## config.mk

```make
export PLATFORM = sky130hd
export DESIGN_NAME = drac_ctrl
export DESIGN_NICKNAME = d
export VERILOG_FILES = /design/src/pkg/drac_pkg.sv /design/src/drac_ctrl.sv
export SDC_FILE = /design/constraint.sdc
export NUM_CORES = 1
export LEC_CHECK = 0
export BUFFER_PORTS_ARGS = -buffer_cell sky130_fd_sc_hd__buf_2
export CAP_MARGIN = 20
export CORE_UTILIZATION = 50
export DETAILED_ROUTE_END_ITERATION = 16
export HOLD_SLACK_MARGIN = 0.06
export PLACE_DENSITY = 0.72
export RECOVER_POWER = 100
export SLEW_MARGIN = 20
export SYNTH_ARGS = -nofsm -noshare
export SYNTH_HDL_FRONTEND = slang
export SYNTH_SLANG_ARGS = --single-unit
```

## constraint.sdc

```tcl
create_clock -name hclk -period 5.3 [get_ports hclk]
set_clock_uncertainty 0.2 [all_clocks]
set_input_delay 0 -clock hclk [delete_from_list [all_inputs] [get_ports hclk]]
set_output_delay 0 -clock hclk [all_outputs]
set_load 0.005 [all_outputs]
```

## src/pkg/drac_pkg.sv

```systemverilog
// constants and types of the two-channel transfer request / acknowledge control
// assumes one bus clock (hclk) and a bus cycle controller that sequences every cycle
// How it works
// (RL1) peripheral requests need falling-edge detect and cycle-steal; otherwise rejected here
// (RL2) external burst requests need edge detection; level plus burst is rejected
// (RL3) 16-byte units need edge detection; level plus 16-byte is rejected
// (RL4) level requests: byte/word/long cycle-steal only; edge: all sizes, both modes
// (RL5) rising and falling polarity allow the same mode combinations
// (RL6) a serial port requesting must itself be transfer source or destination; not checked here
// (RL7) transfer unit must suit the peripheral register that is accessed; not checked here, any size but 16-byte is accepted
// (RL8) internal-to-external uses write-phase acknowledge, reverse uses read-phase
// (RL9) higher channel request during lower burst is served at the next unit boundary
// (RL10) burst higher channel runs to its end before lower burst resumes
// (RL11) cycle-steal higher channel alternates unit by unit with lower burst channel
// (RL12) state counts of every transfer cycle come from the bus cycle controller
// (RL13) acknowledge follows the address of the cycle chosen by ack phase select
// (RL14) ordinary space: ack with address, dropped in the address's last half cycle
// (RL15) split accesses give one acknowledge per address phase
// (RL16) synchronous dram: acknowledge spans exactly the address output
// (RL17) auto-precharge read ack spans row, command, wait and read address
// (RL18) single sdram read holds acknowledge until the following write address
// (RL19) 16-byte units only with auto or edge external requests
// (RL20) auto-precharge write ack spans row and column address
// (RL21) bank-active read ack spans command..address, plus precharge/row on row change
// (RL22) request detected then first transfer cycle no earlier than four cycles later
// (RL23) burst keeps the bus until the transfer count ends
// (RL24) ack phase select 0 means read cycle, 1 means write cycle
// (RL25) illegal combinations are flagged and the channel never starts
package drac_pkg;
  // register byte offsets
  localparam logic [7:0] OFS_CH0_CTRL = 8'h00;
  localparam logic [7:0] OFS_CH0_CNT = 8'h04;
  localparam logic [7:0] OFS_CH1_CTRL = 8'h08;
  localparam logic [7:0] OFS_CH1_CNT = 8'h0C;
  localparam logic [7:0] OFS_STATUS = 8'h10;
  // control register fields
  localparam int CTRL_W = 11;
  localparam int B_EN = 0;
  localparam int B_SRC = 1; // two bits
  localparam int B_DETSEL = 3; // 1 edge, 0 level
  localparam int B_DETLVL = 4; // 1 high/rising, 0 low/falling
  localparam int B_BURST = 5;
  localparam int B_SINGLE = 6;
  localparam int B_SIZE = 7; // two bits
  localparam int B_ACKPH = 9;
  localparam int B_SDRAM = 10;
  localparam logic [CTRL_W-1:0] CTRL_RST = 11'h000;
  localparam logic [15:0] CNT_RST = 16'h0000;
  // request sources and unit sizes
  localparam logic [1:0] SRC_AUTO = 2'h0;
  localparam logic [1:0] SRC_EXT = 2'h1;
  localparam logic [1:0] SRC_PERI = 2'h2;
  localparam logic [1:0] SIZE_16B = 2'h3;
  // cycles from request detection to the first transfer cycle
  localparam logic [2:0] REQ_LAT_CYC = 3'h4;
  typedef enum logic {ST_IDLE = 1'b0, ST_RUN = 1'b1} drac_st_t;
  typedef logic [CTRL_W-1:0] drac_ctrl_t;
endpackage : drac_pkg

```

## src/drac_ctrl.sv

```systemverilog
// request detection, channel arbitration and acknowledge timing, AHB-Lite registers
// assumes the bus cycle controller owns cycle states and flags address phases
`timescale 1ns/100ps
module drac_ctrl
  import drac_pkg::*;
(
  input wire logic hclk, // bus clock, 10 MHz
  input wire logic hresetn, // async reset, active low
  input wire logic hsel, // slave select
  input wire logic [7:0] haddr, // byte address
  input wire logic [1:0] htrans, // transfer type
  input wire logic hwrite, // write request
  input wire logic [2:0] hsize, // always word
  input wire logic hready, // bus ready
  input wire logic [31:0] hwdata, // write data
  output logic [31:0] hrdata, // read data
  output logic hreadyout, // slave ready
  output logic hresp, // always okay
  input wire logic [1:0] transfer_req_in, // request pins, async
  input wire logic [1:0] periph_req_in, // peripheral request pulses
  input wire logic bcc_addr_valid, // dma address on the bus
  input wire logic bcc_addr_ending, // last cycle of that address
  input wire logic bcc_read_cyc, // 1 read cycle, 0 write cycle
  input wire logic bcc_sdram_span, // sdram span of the cycle
  input wire logic bcc_single_read, // sdram single read in progress
  input wire logic bcc_unit_done, // one transfer unit finished
  output logic dma_cyc_req, // ask for transfer cycles
  output logic dma_cyc_ch, // channel that owns them
  output logic dma_bus_hold, // keep bus from the cpu
  output logic [1:0] transfer_ack_out // acknowledge, active high
);

  typedef struct packed {
    drac_ctrl_t [1:0] ctrl;
    logic [1:0][15:0] count;
    logic [1:0][2:0] sync;
    logic [1:0] filt;
    logic [1:0] fprev;
    logic [1:0] pend;
    logic [1:0] arm;
    logic [1:0] burst_act;
    logic [1:0] done;
    logic [1:0][2:0] lat;
    logic [1:0] ack;
    logic sd_hold;
    drac_st_t state;
    logic owner;
    logic last_cs0;
    logic rd_pend;
    logic wr_pend;
    logic [7:0] addr;
    logic [31:0] hrdata;
    logic hreadyout;
    logic cyc_req;
    logic hold;
  } drac_state_t;

  drac_state_t s;
  drac_state_t next_s;

  // legal combination check of one control word
  function automatic logic legal(input drac_ctrl_t c);
    logic ok;
    ok = 1'b1;
    // external level detect plus burst or 16-byte units is never started
    if (c[B_SRC +: 2] == SRC_EXT && !c[B_DETSEL])
      ok = !c[B_BURST] && c[B_SIZE +: 2] != SIZE_16B; // [RL2] [RL3] [RL4]
    // peripheral source: falling edge, cycle-steal, no 16-byte
    if (c[B_SRC +: 2] == SRC_PERI)
      ok = c[B_DETSEL] && !c[B_DETLVL] && !c[B_BURST]
        && c[B_SIZE +: 2] != SIZE_16B; // [RL1] [RL19]
    if (c[B_SRC +: 2] == 2'h3)
      ok = 1'b0;
    // polarity bit is not looked at for external sources [RL5]
    return ok;
  endfunction : legal

  logic [1:0] run_ok;
  logic [1:0] hit;
  logic [1:0] ready;
  logic [1:0] err;
  logic pick;
  logic pm;
  logic a;
  logic [31:0] rd_mux;

  // next state of the whole block
  always_comb
  begin
    next_s = s;
    run_ok = '0;
    hit = '0;
    ready = '0;
    err = '0;
    pick = 1'b0;
    pm = 1'b0;
    a = 1'b0;
    rd_mux = 32'h0000_0000;

    // bus address phase capture
    if (hready)
    begin
      next_s.wr_pend = 1'b0;
      if (hsel && htrans[1])
      begin
        next_s.addr = haddr;
        next_s.wr_pend = hwrite;
        next_s.rd_pend = !hwrite;
        next_s.hreadyout = hwrite; // one wait state so reads see fresh state
      end
    end

    // register writes in the data phase; hardware sets below win
    if (s.wr_pend)
    begin
      case (s.addr)
        OFS_CH0_CTRL:
        begin
          next_s.ctrl[0] = hwdata[CTRL_W-1:0];
          next_s.done[0] = 1'b0;
        end
        OFS_CH1_CTRL:
        begin
          next_s.ctrl[1] = hwdata[CTRL_W-1:0];
          next_s.done[1] = 1'b0;
        end
        OFS_CH0_CNT: next_s.count[0] = hwdata[15:0];
        OFS_CH1_CNT: next_s.count[1] = hwdata[15:0];
        default: next_s.addr = s.addr; // unmapped writes are dropped
      endcase
    end

    // per-channel request detection
    for (int i = 0; i < 2; i++)
    begin
      // three-stage synchroniser, change taken when stages two and three agree
      next_s.sync[i] = {s.sync[i][1:0], transfer_req_in[i]};
      if (s.sync[i][1] == s.sync[i][2])
        next_s.filt[i] = s.sync[i][2];
      next_s.fprev[i] = s.filt[i];
      err[i] = s.ctrl[i][B_EN] && !legal(s.ctrl[i]);
      run_ok[i] = s.ctrl[i][B_EN] && !err[i] && s.count[i] != 16'h0000; // [RL25]
      case (s.ctrl[i][B_SRC +: 2])
        SRC_AUTO: hit[i] = 1'b1;
        SRC_EXT:
          if (s.ctrl[i][B_DETSEL])
            hit[i] = s.filt[i] == s.ctrl[i][B_DETLVL]
              && s.fprev[i] != s.ctrl[i][B_DETLVL]; // [RL5]
          else
            hit[i] = s.filt[i] == s.ctrl[i][B_DETLVL]; // [RL4]
        SRC_PERI: hit[i] = periph_req_in[i];
        default: hit[i] = 1'b0;
      endcase
      // accepted request stays pending until served or the channel stops running; detection waits for the ack
      if (run_ok[i] && !s.pend[i] && s.arm[i] && hit[i])
      begin
        next_s.pend[i] = 1'b1;
        next_s.arm[i] = 1'b0;
        next_s.lat[i] = 3'h1;
        next_s.burst_act[i] = s.ctrl[i][B_BURST];
      end
      // latency count before the first cycle
      if (s.pend[i] && s.lat[i] != REQ_LAT_CYC)
        next_s.lat[i] = s.lat[i] + 3'h1; // [RL22]
      ready[i] = s.pend[i] && s.lat[i] == REQ_LAT_CYC && run_ok[i];
      if (!run_ok[i])
      begin
        next_s.pend[i] = 1'b0;
        next_s.burst_act[i] = 1'b0;
      end
      if (s.ack[i])
        next_s.arm[i] = 1'b1;
    end

    // arbitration: channel 0 first, alternation when it steals from a burst
    if (ready[1] && s.burst_act[1] && s.last_cs0)
      pick = 1'b1; // [RL11]
    else if (ready[0])
      pick = 1'b0; // [RL9] [RL10]
    else
      pick = 1'b1;

    // transfer sequencing; cycle states themselves belong to the controller
    next_s.ack = '0;
    case (s.state)
      ST_IDLE:
        if (|ready)
        begin
          next_s.owner = pick;
          next_s.cyc_req = 1'b1; // [RL12]
          next_s.state = ST_RUN;
        end
      ST_RUN:
      begin
        // phase select 0 acks the read cycle, 1 the write cycle
        pm = bcc_read_cyc != s.ctrl[s.owner][B_ACKPH]; // [RL24] [RL13]
        if (s.ctrl[s.owner][B_SDRAM])
        begin
          // controller span covers row/cmd/wait/address per memory mode
          a = (bcc_sdram_span && pm) || s.sd_hold; // [RL16] [RL17] [RL20] [RL21]
          if (bcc_sdram_span && pm && bcc_read_cyc && bcc_single_read)
            next_s.sd_hold = 1'b1; // [RL18]
          if (bcc_addr_valid && !bcc_read_cyc)
          begin
            next_s.sd_hold = 1'b0;
            a = bcc_sdram_span && pm;
          end
        end
        else
          // each split address phase gets its own pulse
          a = bcc_addr_valid && pm && !bcc_addr_ending; // [RL14] [RL15]
        next_s.ack[s.owner] = a;
        if (bcc_unit_done)
        begin
          next_s.cyc_req = 1'b0;
          next_s.sd_hold = 1'b0;
          next_s.ack = '0;
          next_s.state = ST_IDLE;
          next_s.arm[s.owner] = 1'b1;
          next_s.last_cs0 = !s.owner && !s.burst_act[0];
          next_s.count[s.owner] = s.count[s.owner] - 16'h0001;
          // burst holds its request until the count ends
          if (!s.burst_act[s.owner] || s.count[s.owner] == 16'h0001)
          begin
            next_s.pend[s.owner] = 1'b0;
            next_s.burst_act[s.owner] = 1'b0; // [RL23]
          end
          if (s.count[s.owner] == 16'h0001)
            next_s.done[s.owner] = 1'b1;
        end
      end
      default: next_s.state = ST_IDLE;
    endcase
    // cpu is kept off the bus while any burst is alive
    next_s.hold = |next_s.burst_act; // [RL23]

    // read data mux for the wait cycle
    case (s.addr)
      OFS_CH0_CTRL: rd_mux[CTRL_W-1:0] = s.ctrl[0];
      OFS_CH1_CTRL: rd_mux[CTRL_W-1:0] = s.ctrl[1];
      OFS_CH0_CNT: rd_mux[15:0] = s.count[0];
      OFS_CH1_CNT: rd_mux[15:0] = s.count[1];
      OFS_STATUS: rd_mux[8:0] = {s.state, s.burst_act, s.done, err, s.pend};
      default: rd_mux = 32'h0000_0000; // unmapped reads as zero
    endcase
    if (s.rd_pend)
    begin
      next_s.hrdata = rd_mux;
      next_s.hreadyout = 1'b1;
      next_s.rd_pend = 1'b0;
    end
  end

  // single state register
  always_ff @(posedge hclk or negedge hresetn)
  begin
    if (!hresetn)
    begin
      s <= '0;
      s.ctrl <= {CTRL_RST, CTRL_RST};
      s.count <= {CNT_RST, CNT_RST};
      s.arm <= 2'h3;
      s.hreadyout <= 1'b1;
      s.state <= ST_IDLE;
    end
    else
      s <= next_s;
  end

  // outputs straight from the state register, hresp tied to okay
  assign hrdata = s.hrdata;
  assign hreadyout = s.hreadyout;
  assign hresp = 1'b0;
  assign dma_cyc_req = s.cyc_req;
  assign dma_cyc_ch = s.owner;
  assign dma_bus_hold = s.hold;
  assign transfer_ack_out = s.ack;

endmodule : drac_ctrl

```

Yosys cells after proc, flatten, opt, wreduce, memory -nomap -nowiden:

Cells that the tools add are included.

* flip-flop bits (word level): 113
* input port bits: 60
* output and inout port bits: 39
* logic and storage cells: 224

* add/sub/neg operators: 3
* magnitude comparators: 2
* equality and inequality tests: 27
* multiplexer cells: 76
* bitwise gates (word level): 7
* reduce and logical (&&, ||, !) cells: 82

Operators by type and width (count)
* 32-bit two-way mux: 3
* 16-bit two-way mux: 5
* 9-bit case mux with 5 select lines: 1
* 1-bit logical AND: 41
* 1-bit two-way mux: 39
* 32-bit bitwise mux: 1
* 8-bit two-way mux: 4
* 16-bit nonzero test: 2
* 11-bit two-way mux: 2
* 10-bit two-way mux: 2
* 1-bit zero test: 18
* 16-bit demux with 1-bit select: 1
* 16-bit by 1-bit equality test with 1-bit output, second input constant: 1
* 8-bit by 4-bit equality test with 1-bit output, second input constant: 2
* 16-bit by 1-bit subtractor with 16-bit output, second input constant: 1
* 3-bit two-way mux: 5
* 2-bit AND reduction: 6
* 2-bit two-way mux: 5
* 2-bit != test, second input constant: 5
* 5-bit case mux with 2 select lines: 1
* 2-bit nonzero test: 5
* 2-bit equality test, second input constant: 4
* 8-bit by 3-bit equality test with 1-bit output, second input constant: 1
* 8-bit by 5-bit equality test with 1-bit output, second input constant: 1
* 24 further kinds: 41

Longest topological paths before layout:

Gate-level depths: netlist of the first run.

* depth in word-level cells: 21
* gate-level depth with buffers: 9
* depth with buffers taken out: 8

Least setup slack after synthesis of the first run:

Ideal clock, no wire load.

* path kind: register to register
* start: register s[40] (netlist bit)
* end: register s[119] (netlist bit)
* arrival: 1.985 ns
* setup slack: 2.990 ns
* stages on the path, launching flop included: 7
* buffers on the path: 2
* period minus slack after synthesis: 2.310 ns
* path through: dfrtp_1 or4_1 buf_6 nor4_4 nand2_4 buf_6 mux2_4

* longest elaborated chain between the ends: 2

RTL lines
* start: declaration: RTL line drac_ctrl.sv:58 `drac_state_t s;`
* start signal: assignment: RTL line drac_ctrl.sv:267 `s <= next_s;`
* 8-bit by 4-bit equality test with 1-bit output: RTL line drac_ctrl.sv:116 `case (s.addr)`
* 2-bit AND reduction (no line)

Every way passes these cells.
A chain may end at the register's enable or synchronous reset.

==> results of run 1 <==
## repair_timing
item	4_1_cts	5_1_grt
hold endpoints to repair	144	0
endpoints found under the setup margin	0	0
hold buffers	47	0
## metal layers
metal | vias to the layer above | part of all wire
li1 | 2418 | -
met1 | 2716 | 0.41
met2 | 230 | 0.49
met3 | 32 | 0.069
met4 | 0 | 0.024
met5 | - | 0
## Yosys cell counts (8+ instances only)
cell	count
a21oi_1	46
a22oi_1	10
and3_1	8
buf_2	10
buf_4	36
clkbuf_1	17
dfrtp_1	110
inv_1	20
mux2_2	19
mux2_4	13
mux2i_1	32
nand2_1	41
nand2b_1	8
nand3_1	16
nor2_1	38
nor3_1	11
nor4_1	8
o21a_1	11
o21ai_0	30
o32a_1	10
or3_1	8
## power by group
group          total (mW)  switching [mW]  internal, mW  leakage (nW)
logic               0.411           0.203         0.208          1.60
clock network        1.01           0.369         0.642         0.261
registers            1.14           0.161         0.978          1.41
total                2.56           0.733          1.83          3.27
## critical path, stage by stage (launching register included)
cell      delay [ns]
dfrtp_1         1.08
inv_1           0.42
nor2_1          0.82
clkbuf_1        0.97
nand2_1         0.13
o32a_1          0.20
o21a_1          0.10
## sequential cells by signal (all words and copies together), names as in the netlist
name and flops:
transfer_ack_out 2, next_s 6, dma_cyc_ch 1, dma_cyc_req 1, hrdata 16, s 85
hreadyout 1, dma_bus_hold 1
## metrics by stage
stage | power, mW | instance area (sq um) | utilization
after floorplan | 1.42 | 6390 | -
after global placement | 1.52 | 6520 | 0.536
after detailed placement | 1.54 | 6520 | 0.536
after CTS | 2.59 | 7520 | 0.619
after global routing | 2.67 | 7410 | 0.610
final | 2.56 | 7410 | 0.610
## final timing paths
check	from	slack (ns)	to	cells after the start
worst min register to register	next_s[73]$_DFF_PN0_	0.14	next_s[74]$_DFF_PN0_	0
max in group asynchronous	hresetn	1.91	s[107]$_DFFE_PN0P_	3
worst max register to register	dma_cyc_ch$_DFFE_PN0P_	1.25	s[105]$_DFF_PN0_	6
worst min-delay path	hresetn	0.05	s[66]$_DFF_PN0_	2
worst max-delay path	dma_cyc_ch$_DFFE_PN0P_	1.25	s[105]$_DFF_PN0_	6
min in group hclk	next_s[73]$_DFF_PN0_	0.14	next_s[74]$_DFF_PN0_	0
## final cells by class
type	count	area (sq um)	share of cell area
Multi-Input combinational cell	437	2990	0.403
Sequential cell	113	2830	0.382
Timing Repair Buffer	112	781	0.105
Clock buffer	27	503	0.0678
Tap cell	168	210	0.0283
Inverter	20	75.1	0.0101
Clock inverter	5	27.5	0.00371
## logic make-up after synthesis
logic type,after synthesis
DFF,113
adders and majority gates,8
xor gates and xnor gates,9
other,1
muxes,65
AOI/OAI and AO/OA,171
and+or+nand+nor,167
buffers and inverters,88
==> metrics.yaml, run 1 <==
cells_and_area:
  syn_to_final_growth_pct: 17.0
  final.fill_count: 1038
  fin_cells: 882
  final_nets: 767
  layout-drive-gt1-share: 0.147
  final_cell_mix: "dfrtp_1, dlygate4sd3_1, buf_2, a21oi_1, nand2_1"
  final_common_cell: "dfrtp_1"
  antenna_cells: 0
timing:
  timing.slew.headroom: -0.739
  fin_ws_ns: 1.25
  hold_viol: 0
  rsz0062_at_grt: "no"
  worstMarginPinSlew_ns: 2.61
  tns_ns: 0
  fin_hold_ws_ns: 0.0495
  setup_violations: 0
  layout_min_cycle_time_ns: 4.05
  slew_violations: 58
  fmax_mhz: 247
  fin_crit_sh: 0.764
routing:
  vias: 5396
  wl_per_cell_microns: 19.3
  drc: 0
  final_antenna_net_count: 0
  first_pass_iters: 6
  vias_per_cell: 6.12
  totalWireLength_microns: 17000
  drtIter0Drc: 497
worst_hold_path:
  hold_class: "primary input to async pin"
yosys:
  synth_top_family_by_area: "compound AO/OA/AOI/OAI gates"
  synthFlopType: "dfrtp_1"
  synth_edf_count: 0
  async_flop_share: 1.00
  ys.warnings.count: 0
  synth_top_area_frac: 0.435
  synth_cell_type_count: 65
  syn_avg_cell_area_sq_um: 10.2
  muxShareOfSynthArea: 0.119
  synth-xor-area-share: 0.0124
  synthesis.area_sq_mm: 0.00633
  yosys_register_bits: 113
  synth_area_leader_cell: "dfrtp_1"
  syn_inst: 622
  synth_compound_area_frac: 0.186
  synth-adder-area-share: 0.0150
  yosys-top-cells-area: "dfrtp_1, mux2i_1, buf_4"
  yosys.area_share.simple: 0.141
  yosysSeqAreaShare: 0.447
worst_setup_path:
  path_max_fanout: 28
  worst_ep_arrival_time_ns: 4.14
  critPathKind: "register to register"
  start_kind: "register"
  crit_required_ns: 5.40
  crit_path_end_kind: "register"
clocking:
  cts_root_buf: "clkbuf_16"
  clk_pin_slew_ns: 0.05
  clockBufferDepth: 2
  clock_latency_ns: 0.41
  cts_setup_buffers: 0
  cts_tree: "done"
  cts_buffers: 17
  htreeDepth: 4
  cts-resized-gates: 0
  clock_sinks: 113
floorplan:
  dieArea_sq_mm: 0.0131
  core_sq_mm: 0.0122
  io_pins: 99
  die_w_microns: 115
  die_y_microns: 115
  rows: 40
  initial_utilization: 0.521
global_routing:
  grt_use_met3: 0.0678
  use_met2: 0.450
  grtUsageMet1: 0.356
  grt_pass1_vias: 5207
  grt-ovfl-total: 0
  antenna_found_initial: 0
  grt_pass1_wl_microns: 27300
  grt_use_total: 0.276
  busiest_layer: "met2"
  grt_max_degree: 68
run_status:
  status: "finished, violations left"
  violations: "capacitance limit, slew limit"
placement:
  dp_slack_ns: 2.11
  io_buffers: 61
  gp_congestion: 0.912
  placed_cells: 803
  dp_hpwl_microns: 11600
pwr:
  p_leak_nw: 3.27
  vdd_drop_max_mv: 0.272
  power_density_mw_per_mm2: 345
flow_run:
  cap_violations: 2
No activity file was read; power rests on OpenSTA's default activity.
==> run 2: changes to the inputs <==
Clock period 5.3 ns to 4.1 ns, I/O delays scaled along.
==> metrics.yaml, run 2 (synthesis gave the netlist of run 1 again) <==
global_routing:
  grt-ovfl-total: 0
  grt_max_degree: 83
  grt_use_total: 0.283
  grt_pass1_wl_microns: 27800
  grt_pass1_vias: 5335
  antenna_found_initial: 0
worst_setup_path:
  crit_end: "transfer_ack_out[1]$_DFF_PN0_"
  start_kind: "register"
  worst_ep_arrival_time_ns: 3.72
  crit_required_ns: 4.23
  r2r_cells: 8
  crit_path_end_kind: "register"
  r2r-start: "dma_cyc_ch$_DFFE_PN0P_"
  path_max_fanout: 17
  startpoint: "dma_cyc_ch$_DFFE_PN0P_"
  critPathKind: "register to register"
  r2r-end: "transfer_ack_out[1]$_DFF_PN0_"
  r2r_slack_ns: 0.51
placement:
  dp_hpwl_microns: 12000
  dp_slack_ns: 1.12
  gp_congestion: 0.913
  io_buffers: 61
floorplan:
  die_y_microns: 115
  core_sq_mm: 0.0122
  io_pins: 99
  initial_utilization: 0.521
  rows: 40
  dieArea_sq_mm: 0.0131
  die_w_microns: 115
clocking:
  cts_root_buf: "clkbuf_16"
  htreeDepth: 4
  cts_setup_buffers: 0
  clock_latency_ns: 0.42
  clockBufferDepth: 2
  clk_pin_slew_ns: 0.06
  clock_sinks: 113
  cts_buffers: 17
  cts_tree: "done"
pwr:
  vdd_drop_max_mv: 0.336
  power_density_mw_per_mm2: 453
  p_leak_nw: 3.30
flow_run:
  cap_violations: 2
routing:
  drtIter0Drc: 521
  vias: 5354
  drc: 0
  vias_per_cell: 6.04
  totalWireLength_microns: 17400
  first_pass_iters: 6
  final_antenna_net_count: 0
  wl_per_cell_microns: 19.7
run_status:
  status: "finished, violations left"
  violations: "capacitance limit, slew limit"
cells_and_area:
  layout-drive-gt1-share: 0.160
  syn_to_final_growth_pct: 17.9
  final_cell_mix: "dfrtp_1, buf_2, dlygate4sd3_1, a21oi_1, nand2_1"
  final_common_cell: "dfrtp_1"
  final.fill_count: 1018
  final_nets: 771
  largest-register: "s"
  largest_reg_flops: 85
worst_hold_path:
  hold_class: "primary input to register"
timing:
  timing.slew.headroom: -0.331
  hold_viol: 0
  worstMarginPinSlew_ns: 2.00
  slew_violations: 93
  fin_ws_ns: 0.511
  fin_hold_ws_ns: 0.128
  fin_crit_sh: 0.875
  tns_ns: 0
  setup_violations: 0
  fmax_mhz: 279
  layout_min_cycle_time_ns: 3.59
  rsz0062_at_grt: "no"
run 2: how the worst min path moves through the flow:
stage	cells after the start	from	end	slack, ns
2_1_floorplan	0	hresetn	dma_bus_hold$_DFF_PN0_	-0.50
3_3_place_gp	1	transfer_req_in[0]	next_s[70]$_DFF_PN0_	-0.09
3_5_place_dp	1	transfer_req_in[1]	next_s[73]$_DFF_PN0_	-0.09
4_1_cts	2	hresetn	s[123]$_DFFE_PN0P_	0.13
5_1_grt	3	haddr[2]	s[37]$_DFFE_PN0P_	0.13
6_report	4	hsel	s[41]$_DFFE_PN0P_	0.13
run 2: per-stage QoR:
stage	cells	area [sq um]	utilization	power (mW)
global route	886	7470	0.614	3.53
finish	887	7470	0.614	3.39
global placement	806	6550	0.538	1.98
detailed placement	806	6550	0.538	2.01
CTS	886	7580	0.624	3.43
floorplan	638	6390	-	1.84
run 2: routing by layer:
layer  global-route usage  share of wire  vias up
met2                0.474           0.50      206
met3               0.0561          0.063       44
met4                0.139          0.029        0
met1                0.351           0.41     2683
li1                     -              -     2421
met5                    0              0        -
run 2: worst max-delay path, stage by stage, from the launching register on:
cell,delay (ns)
dfrtp_1,0.81
buf_4,0.33
mux2i_1,0.46
mux2i_1,0.13
dlygate4sd3_1,0.57
o22ai_1,0.12
dlygate4sd3_1,0.58
nand3_1,0.11
nor2_1,0.17
run 2: cell type report:
type | instances | area, sq um | share of cell area
repair buffers | 116 | 812 | 0.109
clock inverters | 12 | 113 | 0.0151
multi-input cells | 437 | 2980 | 0.399
diodes | 1 | 2.50 | 0.000335
inverters | 20 | 75.1 | 0.0101
clock buffers | 20 | 447 | 0.0598
flip-flops and latches | 113 | 2830 | 0.379
well taps | 168 | 210 | 0.0281
run 2: power breakdown:
part | internal [mW] | leakage, nW | switching [mW]
clock | 0.846 | 0.247 | 0.530
sequential | 1.26 | 1.41 | 0.189
combinational | 0.273 | 1.64 | 0.286
total | 2.38 | 3.30 | 1.01
run 2: what timing repair did:
item                      4_1_cts  5_1_grt
hold buffers                   48        0
resized for setup               0        0
hold endpoints to repair      156        0
==> run 3: changes to the inputs <==
Settings changed: REMOVE_ABC_BUFFERS from default to 1.
==> metrics.yaml, run 3 (synthesis gave the netlist of run 1 again) <==
run_status:
  status: "finished, violations left"
  violations: "capacitance limit, slew limit"
clocking:
  cts_setup_buffers: 0
  cts-resized-gates: 0
  clock_latency_ns: 0.43
  htreeDepth: 4
  cts_tree: "done"
  clockBufferDepth: 2
  clock_sinks: 113
  cts_buffers: 17
  clk_pin_slew_ns: 0.05
  cts_root_buf: "clkbuf_16"
cells_and_area:
  final_nets: 772
  final_common_cell: "dfrtp_1"
  syn_to_final_growth_pct: 19.5
  final_core_util: 0.622
  final_cell_mix: "dfrtp_1, buf_2, dlygate4sd3_1, a21oi_1, nand2_1"
  largest_reg_flops: 85
  largest-register: "s"
  antenna_cells: 0
  layout-drive-gt1-share: 0.168
timing:
  hold_viol: 0
  fin_ws_ns: 0.510
  slew_violations: 78
  timing.slew.headroom: -0.271
  layout_min_cycle_time_ns: 3.59
  rsz0062_at_grt: "no"
  worstMarginPinSlew_ns: 1.91
  setup_violations: 0
  fin_crit_sh: 0.876
  fmax_mhz: 279
  tns_ns: 0
placement:
  gp_congestion: 0.872
  io_buffers: 61
  dp_hpwl_microns: 11600
  dp_slack_ns: 1.03
routing:
  drtIter0Drc: 463
  vias_per_cell: 6.09
  first_pass_iters: 7
  vias: 5403
  drc: 0
  totalWireLength_microns: 17500
  wl_per_cell_microns: 19.7
  final_antenna_net_count: 0
floorplan:
  rows: 40
  io_pins: 99
  core_sq_mm: 0.0122
  die_w_microns: 115
  dieArea_sq_mm: 0.0131
  die_y_microns: 115
  initial_utilization: 0.521
worst_setup_path:
  worst_ep_arrival_time_ns: 3.69
  r2r_slack_ns: 0.51
  crit_path_end_kind: "register"
  crit_required_ns: 4.20
  r2r-start: "s[40]$_DFFE_PN0P_"
  r2r-end: "s[88]$_DFF_PN0_"
  critPathKind: "register to register"
  start_kind: "register"
  r2r_cells: 7
  path_max_fanout: 12
pwr:
  total_power_mw: 3.62
  vdd_drop_max_mv: 0.372
  power_density_mw_per_mm2: 478
  p_leak_nw: 3.35
worst_hold_path:
  hold_class: "primary input to register"
  holdPathEnd: "s[37]$_DFFE_PN0P_"
  hp-start: "haddr[2]"
  min_path_cells: 3
global_routing:
  grt_use_total: 0.287
  grt_pass1_vias: 5367
  antenna_found_initial: 0
  grt_pass1_wl_microns: 28200
  grt_max_degree: 78
  grt-ovfl-total: 0
flow_run:
  cap_violations: 1
-- run 3: changes by cell type in the layout (fill, tap and decap cells not counted), moves of 2 or more --
cell,change
clkinvlp_4,-2
clkbuf_1,-3
buf_4,+2
buf_1,-2
buf_2,+4
bufinv_16,+4
-- run 3: how the worst max path moves through the flow --
stage / endpoint / slack (ns) / startpoint
after floorplan: s[106]$_DFF_PN0_ / 0.89 / dma_cyc_ch$_DFFE_PN0P_
final: s[88]$_DFF_PN0_ / 0.51 / s[40]$_DFFE_PN0P_
after global placement: dma_bus_hold$_DFF_PN0_ / 1.09 / dma_cyc_ch$_DFFE_PN0P_
after global routing: transfer_ack_out[1]$_DFF_PN0_ / 0.34 / dma_cyc_ch$_DFFE_PN0P_
after detailed placement: dma_bus_hold$_DFF_PN0_ / 1.03 / dma_cyc_ch$_DFFE_PN0P_
after CTS: transfer_ack_out[1]$_DFF_PN0_ / 0.58 / dma_cyc_ch$_DFFE_PN0P_
-- run 3: metal layers --
layer  wire length [microns]  track usage
met4                     325        0.110
met5                       0            0
met3                    1280       0.0741
met2                    8580        0.469
met1                    7300        0.366
-- run 3: stage by stage --
stage / hold slack [ns] / instances / instance area (sq um)
global route: 0.138 / 887 / 7570
global placement: -0.0918 / 808 / 6560
detailed placement: -0.0851 / 808 / 6560
finish: 0.131 / 887 / 7570
floorplan: -0.496 / 570 / 5970
CTS: 0.106 / 887 / 7670
-- run 3: report_power, final --
| group | leakage [nW] | switching (mW) | total (mW) | internal, mW |
|---|---|---|---|---|
| combinational | 1.65 | 0.280 | 0.554 | 0.274 |
| sequential | 1.41 | 0.188 | 1.45 | 1.26 |
| clock | 0.294 | 0.541 | 1.61 | 1.07 |
| total | 3.35 | 1.01 | 3.62 | 2.61 |
-- run 3: layout make-up --
cell class                 count  area, sq um
clock inverter                14          214
tap                          168          210
multi-input combinational    437         2990
timing repair buffer         117          822
inverter                      20         75.1
fill                        1009         4590
clock buffer                  18          429
sequential                   113         2830
-- run 3: what timing repair did --
action / 4_1_cts / 5_1_grt
hold endpoints to repair: 156 / 0
hold buffers: 47 / 0
endpoints found under the setup margin: 0 / 0
-- run 3: critical path: stages, from the launching register on --
cell and delay (ns):
dfrtp_1 0.37, or4_1 0.70, nor4_1 0.35, clkbuf_1 0.54, a21oi_1 0.40, a22oi_1 0.24, nand3_1 0.09, dlygate4sd3_1 0.57
